--- src/verilog/ifeb_pkg.sv ---
package ifeb_pkg;

    // register bus widths
    localparam int unsigned AXI_ADDR_W = 8;
    localparam int unsigned AXI_DATA_W = 32;
    localparam int unsigned AXI_STRB_W = 4;
    localparam int unsigned REG_W      = 16;

    // byte offsets of the word-aligned registers
    localparam logic [AXI_ADDR_W-1:0] OFS_FLAG       = 8'h00;
    localparam logic [AXI_ADDR_W-1:0] OFS_ENABLE     = 8'h04;
    localparam logic [AXI_ADDR_W-1:0] OFS_IRQ_STATUS = 8'h08;
    localparam logic [AXI_ADDR_W-1:0] OFS_IRQ_CLEAR  = 8'h0c;
    localparam logic [AXI_ADDR_W-1:0] OFS_IRQ_ENABLE = 8'h10;

    // implemented-bit masks: flag bit 5 and enable bit 15 are absent
    localparam logic [REG_W-1:0] FLAG_IMPL_MASK   = 16'hffdf;
    localparam logic [REG_W-1:0] ENABLE_IMPL_MASK = 16'h7fff;

    // reset values
    localparam logic [REG_W-1:0] FLAG_RESET   = 16'h0000;
    localparam logic [REG_W-1:0] ENABLE_RESET = 16'h0000;

    // block event status layout
    localparam int unsigned      IRQ_W         = 2;
    localparam logic [IRQ_W-1:0] IRQ_IMPL_MASK = 2'h3;
    localparam logic [IRQ_W-1:0] IRQ_RESET     = 2'h0;
    localparam int unsigned      IRQ_BIT_DECODE  = 0;
    localparam int unsigned      IRQ_BIT_OVERRUN = 1;

    // axi response codes
    localparam logic [1:0] RESP_OKAY   = 2'h0;
    localparam logic [1:0] RESP_SLVERR = 2'h2;

    // flag register, bit 15 first
    typedef struct packed {
        logic serial2_tx_pending;
        logic serial2_rx_pending;
        logic ext_pin2_pending;
        logic timer_five_pending;
        logic timer_four_pending;
        logic compare_ch4_pending;
        logic compare_ch3_pending;
        logic xfer_ch2_done_pending;
        logic capture_ch8_pending;
        logic capture_ch7_pending;
        logic unused_flag5;
        logic ext_pin1_pending;
        logic change_notify_pending;
        logic comparator_pending;
        logic i2c_master_pending;
        logic i2c_slave_pending;
    } ifeb_flag_t;

    // enable register, bit 15 first
    typedef struct packed {
        logic unused_enable15;
        logic xfer_ch1_done_enable;
        logic converter_done_enable;
        logic serial1_tx_enable;
        logic serial1_rx_enable;
        logic spi_event_enable;
        logic spi_error_enable;
        logic timer_three_enable;
        logic timer_two_enable;
        logic compare_ch2_enable;
        logic capture_ch2_enable;
        logic xfer_ch0_done_enable;
        logic timer_one_enable;
        logic compare_ch1_enable;
        logic capture_ch1_enable;
        logic ext_pin0_enable;
    } ifeb_enable_t;

    // write held between its channel handshakes and its commit
    typedef struct packed {
        logic [AXI_ADDR_W-1:0] addr;
        logic [AXI_DATA_W-1:0] data;
        logic [AXI_STRB_W-1:0] strb;
    } ifeb_wr_t;

endpackage : ifeb_pkg

--- src/verilog/ifeb_sticky_bank.sv ---
`timescale 1ns/1ns
// a bank of bits that software loads and hardware sets, set winning
module ifeb_sticky_bank
    import ifeb_pkg::*;
#(
    parameter int unsigned W          = 16,
    parameter logic [W-1:0] IMPL_MASK = '1,
    parameter logic [W-1:0] RESET_VAL = '0
) (
    // clock and reset
    input  wire logic         aclk,
    input  wire logic         aresetn,
    // software load
    input  wire logic [W-1:0] load_mask,
    input  wire logic [W-1:0] load_val,
    // hardware set
    input  wire logic [W-1:0] set_in,
    // current contents
    output logic      [W-1:0] value
);

    logic [W-1:0] next_value;   // value after this edge

    // loaded bits take the new value, a set in the same cycle wins,
    // absent bits are forced to zero
    assign next_value = ((value & ~load_mask) | (load_val & load_mask)
                         | set_in) & IMPL_MASK;

    // storage
    always_ff @(posedge aclk) begin
        if (!aresetn) begin
            value <= RESET_VAL;
        end else begin
            value <= next_value;
        end
    end

endmodule : ifeb_sticky_bank

--- src/verilog/ifeb_top.sv ---
`timescale 1ns/1ns
// Operation
// - flag reads 1 once its source requested
// - flag bit 5, enable bit 15 read zero
// - flag bits 15,14,13: serial2 tx/rx, pin2
// - flag bits 12,11,10: timer5, timer4, compare4
// - flag bits 9,8: compare3, transfer channel2
// - flag bits 7,6: capture8, capture7
// - flag bits 4..0: pin1, change, comparator, i2c
// - enable bit 1 allows, 0 blocks request
// - enable bits 14,13: transfer channel1, converter
// - enable bits 12..9: serial1 tx/rx, spi
// - enable bits 8..5: timer3, timer2, compare2, capture2
// - enable bits 4..0: channel0, timer1, compare1, capture1, pin0
module ifeb_top
    import ifeb_pkg::*;
(
    // clock and reset
    input  wire logic                  aclk,
    input  wire logic                  aresetn,
    // axi4-lite write address
    input  wire logic [AXI_ADDR_W-1:0] s_axi_awaddr,
    input  wire logic                  s_axi_awvalid,
    output logic                       s_axi_awready,
    // axi4-lite write data
    input  wire logic [AXI_DATA_W-1:0] s_axi_wdata,
    input  wire logic [AXI_STRB_W-1:0] s_axi_wstrb,
    input  wire logic                  s_axi_wvalid,
    output logic                       s_axi_wready,
    // axi4-lite write response
    output logic [1:0]                 s_axi_bresp,
    output logic                       s_axi_bvalid,
    input  wire logic                  s_axi_bready,
    // axi4-lite read address
    input  wire logic [AXI_ADDR_W-1:0] s_axi_araddr,
    input  wire logic                  s_axi_arvalid,
    output logic                       s_axi_arready,
    // axi4-lite read data
    output logic [AXI_DATA_W-1:0]      s_axi_rdata,
    output logic [1:0]                 s_axi_rresp,
    output logic                       s_axi_rvalid,
    input  wire logic                  s_axi_rready,
    // peripheral event pulses for the flag register sources
    input  wire ifeb_flag_t            flag_event,
    // enables held elsewhere for the flag register sources
    input  wire ifeb_flag_t            flag_src_enable,
    // flags held elsewhere for the enable register sources
    input  wire ifeb_enable_t          enable_src_flag,
    // requests toward the core's priority logic
    output ifeb_flag_t                 flag_request,
    output ifeb_enable_t               enable_request,
    // block event interrupt
    output logic                       irq
);

    // ---------------- write channel capture ----------------
    logic                  aw_held;     // write address accepted
    logic                  w_held;      // write data accepted
    ifeb_wr_t              wr_q;        // held write payload
    logic                  wr_fire;     // both halves present
    logic [AXI_ADDR_W-1:0] wr_addr;     // word-aligned write address
    logic [REG_W-1:0]      wr_bytes;    // byte strobes as bit mask
    logic [REG_W-1:0]      wr_low;      // low half of write data
    logic                  wr_hit_flag; // write decodes
    logic                  wr_hit_en;
    logic                  wr_hit_stat;
    logic                  wr_hit_clr;
    logic                  wr_hit_ien;
    logic                  wr_mapped;   // any register hit

    // the slave takes each half once, then waits for the response
    assign s_axi_awready = !aw_held && !s_axi_bvalid;
    assign s_axi_wready  = !w_held && !s_axi_bvalid;
    assign wr_fire       = aw_held && w_held;

    // decode on the word address, low two bits ignored
    assign wr_addr     = {wr_q.addr[AXI_ADDR_W-1:2], 2'h0};
    assign wr_hit_flag = wr_addr == OFS_FLAG;
    assign wr_hit_en   = wr_addr == OFS_ENABLE;
    assign wr_hit_stat = wr_addr == OFS_IRQ_STATUS;
    assign wr_hit_clr  = wr_addr == OFS_IRQ_CLEAR;
    assign wr_hit_ien  = wr_addr == OFS_IRQ_ENABLE;
    assign wr_mapped   = wr_hit_flag || wr_hit_en || wr_hit_stat
                         || wr_hit_clr || wr_hit_ien;

    // only lanes 0 and 1 carry register bits
    assign wr_bytes = {{8{wr_q.strb[1]}}, {8{wr_q.strb[0]}}};
    assign wr_low   = wr_q.data[REG_W-1:0];

    // address half
    always_ff @(posedge aclk) begin
        if (!aresetn) begin
            aw_held <= 1'b0;
        end else if (wr_fire) begin
            aw_held <= 1'b0;
        end else if (s_axi_awvalid && s_axi_awready) begin
            aw_held <= 1'b1;
        end
    end

    // data half
    always_ff @(posedge aclk) begin
        if (!aresetn) begin
            w_held <= 1'b0;
        end else if (wr_fire) begin
            w_held <= 1'b0;
        end else if (s_axi_wvalid && s_axi_wready) begin
            w_held <= 1'b1;
        end
    end

    // payload latches, no reset needed beyond a defined value
    always_ff @(posedge aclk) begin
        if (!aresetn) begin
            wr_q <= '0;
        end else begin
            if (s_axi_awvalid && s_axi_awready) begin
                wr_q.addr <= s_axi_awaddr;
            end
            if (s_axi_wvalid && s_axi_wready) begin
                wr_q.data <= s_axi_wdata;
                wr_q.strb <= s_axi_wstrb;
            end
        end
    end

    // write response; status register is read-only, so it errors
    always_ff @(posedge aclk) begin
        if (!aresetn) begin
            s_axi_bvalid <= 1'b0;
            s_axi_bresp  <= RESP_OKAY;
        end else if (wr_fire) begin
            s_axi_bvalid <= 1'b1;
            s_axi_bresp  <= (wr_mapped && !wr_hit_stat) ? RESP_OKAY
                                                        : RESP_SLVERR;
        end else if (s_axi_bready) begin
            s_axi_bvalid <= 1'b0;
        end
    end

    // ---------------- register banks ----------------
    logic [REG_W-1:0] flag_raw;      // flag register contents
    logic [REG_W-1:0] enable_raw;    // enable register contents
    logic [IRQ_W-1:0] irq_status;    // sticky block events
    logic [IRQ_W-1:0] irq_enable;    // block event mask
    logic [REG_W-1:0] flag_load;     // bits software loads
    logic [REG_W-1:0] enable_load;
    logic [IRQ_W-1:0] stat_clear;    // bits software clears
    logic [IRQ_W-1:0] ien_load;
    logic [IRQ_W-1:0] irq_set;       // block event pulses
    ifeb_flag_t       flag_q;        // field view of flags
    ifeb_enable_t     enable_q;      // field view of enables

    assign flag_load   = (wr_fire && wr_hit_flag) ? wr_bytes : '0;
    assign enable_load = (wr_fire && wr_hit_en) ? wr_bytes : '0;
    assign ien_load    = (wr_fire && wr_hit_ien && wr_q.strb[0])
                         ? IRQ_IMPL_MASK : '0;
    assign stat_clear  = (wr_fire && wr_hit_clr && wr_q.strb[0])
                         ? wr_q.data[IRQ_W-1:0] : '0;

    ifeb_sticky_bank #(
        .W         (REG_W),
        .IMPL_MASK (FLAG_IMPL_MASK),
        .RESET_VAL (FLAG_RESET)
    ) u_flag (
        .aclk      (aclk),
        .aresetn   (aresetn),
        .load_mask (flag_load),
        .load_val  (wr_low),
        .set_in    (flag_event),
        .value     (flag_raw)
    );

    ifeb_sticky_bank #(
        .W         (REG_W),
        .IMPL_MASK (ENABLE_IMPL_MASK),
        .RESET_VAL (ENABLE_RESET)
    ) u_enable (
        .aclk      (aclk),
        .aresetn   (aresetn),
        .load_mask (enable_load),
        .load_val  (wr_low),
        .set_in    ('0),
        .value     (enable_raw)
    );

    // block event status, cleared by writing ones to the clear word
    ifeb_sticky_bank #(
        .W         (IRQ_W),
        .IMPL_MASK (IRQ_IMPL_MASK),
        .RESET_VAL (IRQ_RESET)
    ) u_irq_status (
        .aclk      (aclk),
        .aresetn   (aresetn),
        .load_mask (stat_clear),
        .load_val  ('0),
        .set_in    (irq_set),
        .value     (irq_status)
    );

    // block event mask
    ifeb_sticky_bank #(
        .W         (IRQ_W),
        .IMPL_MASK (IRQ_IMPL_MASK),
        .RESET_VAL (IRQ_RESET)
    ) u_irq_enable (
        .aclk      (aclk),
        .aresetn   (aresetn),
        .load_mask (ien_load),
        .load_val  (wr_q.data[IRQ_W-1:0]),
        .set_in    ('0),
        .value     (irq_enable)
    );

    assign flag_q   = flag_raw;
    assign enable_q = enable_raw;

    // ---------------- requests ----------------
    // flag and enable
    assign flag_request   = flag_q & flag_src_enable;
    assign enable_request = enable_q & enable_src_flag;

    // ---------------- read channel ----------------
    logic [AXI_ADDR_W-1:0] rd_addr;   // word-aligned read address
    logic [REG_W-1:0]      rd_word;   // selected register
    logic                  rd_mapped; // read hits a readable word
    logic                  rd_take;   // read handshake

    assign rd_addr = {s_axi_araddr[AXI_ADDR_W-1:2], 2'h0};
    assign rd_take = s_axi_arvalid && s_axi_arready;
    assign s_axi_arready = !s_axi_rvalid;

    // read mux; the clear word is write-only and reads as zero
    assign rd_word =
        (rd_addr == OFS_FLAG)       ? flag_raw :
        (rd_addr == OFS_ENABLE)     ? enable_raw :
        (rd_addr == OFS_IRQ_STATUS) ? {{(REG_W-IRQ_W){1'b0}}, irq_status} :
        (rd_addr == OFS_IRQ_ENABLE) ? {{(REG_W-IRQ_W){1'b0}}, irq_enable} :
                                      '0;
    assign rd_mapped = (rd_addr == OFS_FLAG) || (rd_addr == OFS_ENABLE)
                       || (rd_addr == OFS_IRQ_STATUS)
                       || (rd_addr == OFS_IRQ_ENABLE);

    // read answer one cycle after the address is taken
    always_ff @(posedge aclk) begin
        if (!aresetn) begin
            s_axi_rvalid <= 1'b0;
            s_axi_rdata  <= '0;
            s_axi_rresp  <= RESP_OKAY;
        end else if (rd_take) begin
            s_axi_rvalid <= 1'b1;
            s_axi_rdata  <= {{(AXI_DATA_W-REG_W){1'b0}}, rd_word};
            s_axi_rresp  <= rd_mapped ? RESP_OKAY : RESP_SLVERR;
        end else if (s_axi_rready) begin
            s_axi_rvalid <= 1'b0;
        end
    end

    // ---------------- block events ----------------
    logic decode_err;   // access to no register, or a read of the write-only clear word
    logic overrun;      // event on an already pending flag

    assign decode_err = (wr_fire && !wr_mapped) || (rd_take && !rd_mapped);
    assign overrun    = |(flag_event & flag_raw);
    assign irq_set    = {overrun, decode_err};

    // level interrupt while an enabled status bit stands
    assign irq = |(irq_status & irq_enable);

    // ---------------- assertions ----------------
    property p_flag_latch;
        @(posedge aclk) disable iff (!aresetn)
        (flag_event & FLAG_IMPL_MASK) != '0 |=>
            ((flag_raw & $past(flag_event & FLAG_IMPL_MASK))
             == $past(flag_event & FLAG_IMPL_MASK));
    endproperty
    a_flag_latch: assert property (p_flag_latch)
        else $error("event did not leave its flag set");

    property p_flag_read;
        @(posedge aclk) disable iff (!aresetn)
        rd_take && rd_addr == OFS_FLAG |=>
            s_axi_rvalid && s_axi_rdata[REG_W-1:0] == $past(flag_raw);
    endproperty
    a_flag_read: assert property (p_flag_read)
        else $error("flag read does not show the flag register");

    property p_reserved;
        @(posedge aclk) disable iff (!aresetn)
        !flag_q.unused_flag5 && !enable_q.unused_enable15;
    endproperty
    a_reserved: assert property (p_reserved)
        else $error("absent bit reads as one");

    property p_serial2_tx;
        @(posedge aclk) disable iff (!aresetn)
        flag_event[15] |=> flag_q.serial2_tx_pending;
    endproperty
    a_serial2_tx: assert property (p_serial2_tx)
        else $error("bit 15 event missed serial2 transmit flag");

    property p_timer_five;
        @(posedge aclk) disable iff (!aresetn)
        flag_event[12] |=> flag_raw[12] && flag_q.timer_five_pending;
    endproperty
    a_timer_five: assert property (p_timer_five)
        else $error("timer five flag not at bit 12");

    property p_enable_write;
        @(posedge aclk) disable iff (!aresetn)
        wr_fire && wr_hit_en && wr_q.strb[1:0] == 2'h3 |=>
            enable_raw == ($past(wr_low) & ENABLE_IMPL_MASK);
    endproperty
    a_enable_write: assert property (p_enable_write)
        else $error("enable register did not take the write");

    property p_converter_bit;
        @(posedge aclk) disable iff (!aresetn)
        wr_fire && wr_hit_en && wr_q.strb[1] |=>
            enable_q.converter_done_enable == $past(wr_low[13]);
    endproperty
    a_converter_bit: assert property (p_converter_bit)
        else $error("converter enable not at bit 13");

    property p_request_gate;
        @(posedge aclk) disable iff (!aresetn)
        $rose(flag_request.serial2_rx_pending) |->
            flag_raw[14] && $past(!flag_src_enable[14] || !flag_raw[14]);
    endproperty
    a_request_gate: assert property (p_request_gate)
        else $error("request rose without flag and enable");

    property p_reset_clear;
        @(posedge aclk)
        !aresetn |=> flag_raw == FLAG_RESET && enable_raw == ENABLE_RESET;
    endproperty
    a_reset_clear: assert property (p_reset_clear)
        else $error("registers not clear after reset");

    property p_resp_hold;
        @(posedge aclk) disable iff (!aresetn)
        s_axi_bvalid && !s_axi_bready |=> s_axi_bvalid;
    endproperty
    a_resp_hold: assert property (p_resp_hold)
        else $error("write response dropped before bready");

endmodule : ifeb_top
--- config.mk ---
export PLATFORM = sky130hd
export DESIGN_NAME = ifeb_top
export DESIGN_NICKNAME = d
export VERILOG_FILES = /design/src/verilog/ifeb_pkg.sv /design/src/verilog/ifeb_sticky_bank.sv /design/src/verilog/ifeb_top.sv
export SDC_FILE = /design/constraint.sdc
export NUM_CORES = 1
export LEC_CHECK = 0
export ABC_AREA = 0
export BUFFER_PORTS_ARGS = -buffer_cell sky130_fd_sc_hd__buf_2
export CAP_MARGIN = 10
export CORE_MARGIN = 1
export CORE_UTILIZATION = 40
export CTS_BUF_LIST = sky130_fd_sc_hd__clkbuf_8
export CTS_CLUSTER_DIAMETER = 150
export CTS_CLUSTER_SIZE = 20
export DETAILED_ROUTE_END_ITERATION = 10
export PLACE_DENSITY = 0.71
export SETUP_SLACK_MARGIN = 0.2
export SYNTH_ARGS = -nofsm -noshare
export SYNTH_HDL_FRONTEND = slang
export SYNTH_SLANG_ARGS = --single-unit
--- constraint.sdc ---
create_clock -name aclk -period 4 [get_ports aclk]
set_input_delay 0.8 -clock aclk [delete_from_list [all_inputs] [get_ports aclk]]
set_output_delay 0.8 -clock aclk [all_outputs]
set_load 0.01 [all_outputs]
==> impl.org <==
** STA
- Setup TNS after final layout :: 0 ps
- Final count of pins violating max slew :: 0
- Minimum hold slack :: 470 ps
- The final number of hold-violating endpoints came to 0.
- Post-route clock skew :: 7.83 ps
- Headroom to the max-slew limit came out at 35.9%.
- Setup violations remaining at the end of the flow were counted as 0.
- Unrepaired setup endpoints after global routing :: false
- Final worst setup slack :: 1990 ps
- Derived from the worst setup path, the maximum achievable clock frequency is 0.499 GHz.
- Slew at the pin closest to its max-slew limit :: 962 ps
- The routed design could run at a clock period as short as 2010 ps.
- Ratio of final minimum period to clock period :: 50.1%

** Setup path
- Critical path's most frequent cell :: buf_2
- Maximum fanout along the worst path :: 1
- WP buf/inv :: 2
- The worst setup path is of the in -> out kind.
- Worst r2r src :: w_held$_SDFFE_PP0P_
- STA classifies the critical path endpoint as an output port.
- For flop-to-flop paths, the worst setup slack is 2340 ps.
- STA puts the critical path data arrival time at 1210 ps.
- At the worst endpoint, the required time is 3200 ps.
- In this design, the stage delay of the slowest critical-path cell is 150 ps.
- Worst-path cell chain :: buf_2 -> and2_1 -> buf_2
- Crit path max-delay family :: buffers and inverters
- The worst setup path is launched from a primary input.
- End of the worst register-to-register path :: wr_low[15]$_SDFFE_PN0P_
- The slowest stage of the critical path belongs to the cell and2_1.
- R2R cell count :: 4

** Finish
- Of the cells placed in the final design, the portion with a size suffix greater than 1 is 30.3%.
- Antenna Cells :: 0
- Summing all multi-input logic gate instances after layout gives 1930 um2.
- Total of fill cells in the finished design :: 847
- Signed area change from the synthesized netlist to the final layout :: 24.2%
- The finished cells cover 4620 um2.
- Final net count :: 637
- Footprint of the flip-flops and latches :: 1600 um2

** GRT
- First-pass GRT wire length :: 16000 um
- The number of antenna violations at the first check in global routing is 0.
- Maximum number of pins on one net before global-route repair :: 62
- Global routing used 21.3% of the available tracks.
- The number of global-route vias before repair is 3223.
- After global routing the overflow that remains totals 0.

** Synthesis
- Largest cells by area after synthesis :: dfxtp_1 43%, mux2i_1 6.2%, and2_1 5.5%
- Share of the yosys chip area belonging to registers :: 43.0%
- Synthesized area divided by synthesized cell count :: 9.19 um2
- The synthesized design spends more area on one cell type than any other, namely dfxtp_1.
- Post-Syn Area :: 3720 um2
- Synthesis inferred 80 register bits.
- Of the post-synthesis cell area, the dominant cell type holds 43.0%.
- Synth Instances :: 405
- For this run, the number of Yosys warnings is 0.
- The number of different library cells used by synthesis comes to 39.

** Power and ir drop
- The worst-case IR drop observed on VDD is 176 uV.
- Overall power consumption after layout is estimated at 1.85 mW.
- Power spread over the standard cell area amounts to 401 nW/um2.
- Leakage component of the power :: 2.17 nW

** Min path
- The worst hold path terminates at s_axi_rresp[1]$_SDFFE_PN0P_.
- The worst hold path passes through 2 cells.
- Launch point of the worst hold path :: s_axi_rresp[1]$_SDFFE_PN0P_
- Path class of the lowest-slack min-delay path :: reg -> reg

** Clocking
- H-tree Lvls :: 3
- Clock tree synthesis selected as its root buffer the cell clkbuf_8.
- TritonCTS built the clock tree.
- In this run, post-CTS repair resized a total of 0 instances.
- CTS Hold Buffers Added :: 0
- Clk pin slew, worst setup/hold paths :: 80 ps
- The number of clock buffers added by TritonCTS is 9.
- Insertion delay of the later-clocked pin in the worst-skew pair :: 350 ps
- The clock drives 80 sinks.
- The clock passes through at most 2 buffers.
- Number of buffers inserted to repair setup after CTS :: 0

** Placement
- Post-detail-place hpwl :: 7230 um
- GPL Wtd Cong :: 0.797
- Pre-CTS setup slack :: 1710 ps
- The placed instances occupy a cell area of 4370 um2.
- Input and output buffers added on the ports amount to 135.

** Routing
- Number of iterations in the first detailed-routing pass :: 11
- In the routed design, unresolved DRC markers number 8.
- After detailed routing, the number of vias per cell comes to 5.17.
- Antenna Violating Nets Remaining :: 0
- Dividing the detail-routed wire length by the instance count gives 15.6 um.
- Summed over all layers, the routed wires come to 10000 um.
- Via total after detailed routing :: 3326
- For this block, the initial DRC count from the detailed router was 177.

** Floorplanning
- Floorplan Core Area :: 8850 um2
- Die Span Y :: 98.5 um
- Effective utilization at floorplan :: 42.1%
- The floorplan has 34 rows.
- The die is 98.5 um wide.
- For this design the top-level I/O count stands at 181.
- Die Footprint :: 9690 um2

** Outcome
- The final reports fail on design-rule violations.
- Result of the run :: complete, but fails checks

** Flow run
- Max-cap violations in this run came to 0.
==> power by group <==
group          switching, mW  internal, mW  leakage, nW
registers             0.0421         0.838        0.657
clock network          0.299         0.448        0.126
logic                  0.123         0.103         1.38
total                  0.464          1.39         2.17
==> worst register-to-register path: stages, from the launching register on <==
cell      delay, ps
dfxtp_1         380
nor2_1          170
and2_1          690
nand2_1         170
a21boi_0        180
==> layout make-up <==
type                    count  area share (%)
multi-input cells         299            41.7
flip-flops and latches     80            34.7
repair buffers            137            14.9
clock buffers              11            3.28
well taps                 108            2.92
clock inverters             5            2.22
inverters                   3           0.244
==> placed cells by master (no fill, tap or decap), types with 16 or more instances in the layout <==
cell type	count
a21boi_0	23
and2_1	33
buf_2	135
conb_1	20
dfxtp_1	80
mux2i_1	23
nand2_1	47
nor2_1	16
nor2b_1	25
o21ai_0	20
==> Yosys cell counts <==
| cell type | n |
|---|---|
| inv_1 | 3 |
| nand4_1 | 2 |
| a32oi_1 | 3 |
| a222oi_1 | 1 |
| nor3_1 | 2 |
| dfxtp_1 | 80 |
| conb_1 | 1 |
| nor2_1 | 16 |
| nor2_2 | 1 |
| o211a_1 | 1 |
| clkbuf_1 | 13 |
| and4b_4 | 1 |
| a21boi_0 | 23 |
| a221oi_1 | 12 |
| nor3_4 | 1 |
| nor4b_1 | 1 |
| nor3b_1 | 1 |
| o311a_1 | 15 |
| nor2b_1 | 25 |
| a21oi_1 | 2 |
| buf_4 | 23 |
| nand3_1 | 7 |
| a22o_1 | 1 |
| or3_1 | 15 |
| nand3_2 | 4 |
| and3_1 | 4 |
| buf_2 | 6 |
| nor4_4 | 2 |
| o21ai_0 | 20 |
| mux2i_1 | 23 |
| and2_1 | 33 |
| a22oi_1 | 6 |
| o21a_1 | 1 |
| o211ai_1 | 2 |
| nand2b_1 | 3 |
| nand2_1 | 47 |
| a21boi_1 | 2 |
| and4b_1 | 1 |
| or2b_1 | 1 |
==> kinds of logic after synthesis <==
| kind of cell | share of synthesized area (%) |
|---|---|
| other | 0.101 |
| buffers and inverters | 7.06 |
| AOI/OAI and AO/OA | 18.2 |
| and+or+nand+nor | 25.5 |
| DFF | 43.0 |
| muxes | 6.19 |
==> layer usage <==
| metal | part of all wire [%] | GRT usage, % | vias to the layer above | wire [um] |
|---|---|---|---|---|
| met5 | 0 | 0 | - | 0 |
| met4 | 1.2 | 8.84 | 0 | 120 |
| met3 | 6.3 | 3.90 | 10 | 631 |
| met2 | 48 | 36.3 | 134 | 4820 |
| met1 | 45 | 26.5 | 1533 | 4470 |
| li1 | - | - | 1649 | - |
==> how the worst max path moves through the flow <==
stage | from | end | slack [ps] | cells past startpoint
3_3_place_gp | s_axi_araddr[7] | s_axi_rdata[3]$_SDFFE_PN0P_ | 1750 | 5
5_1_grt | s_axi_araddr[7] | s_axi_rdata[0]$_SDFFE_PN0P_ | 1950 | 5
3_5_place_dp | s_axi_araddr[7] | s_axi_rdata[3]$_SDFFE_PN0P_ | 1710 | 5
6_report | flag_src_enable[15] | flag_request[15] | 1990 | 3
4_1_cts | flag_src_enable[15] | flag_request[15] | 2000 | 3
2_1_floorplan | enable_src_flag[0] | enable_request[0] | 2240 | 1
==> through the flow <==
step                      util, %  instances
after floorplan                 -        424
after detailed placement     49.3        627
after CTS                    52.2        643
after global placement       49.3        627
final                        52.2        643
after global routing         52.2        643
Note: power is estimated with default switching activity, not from simulation.
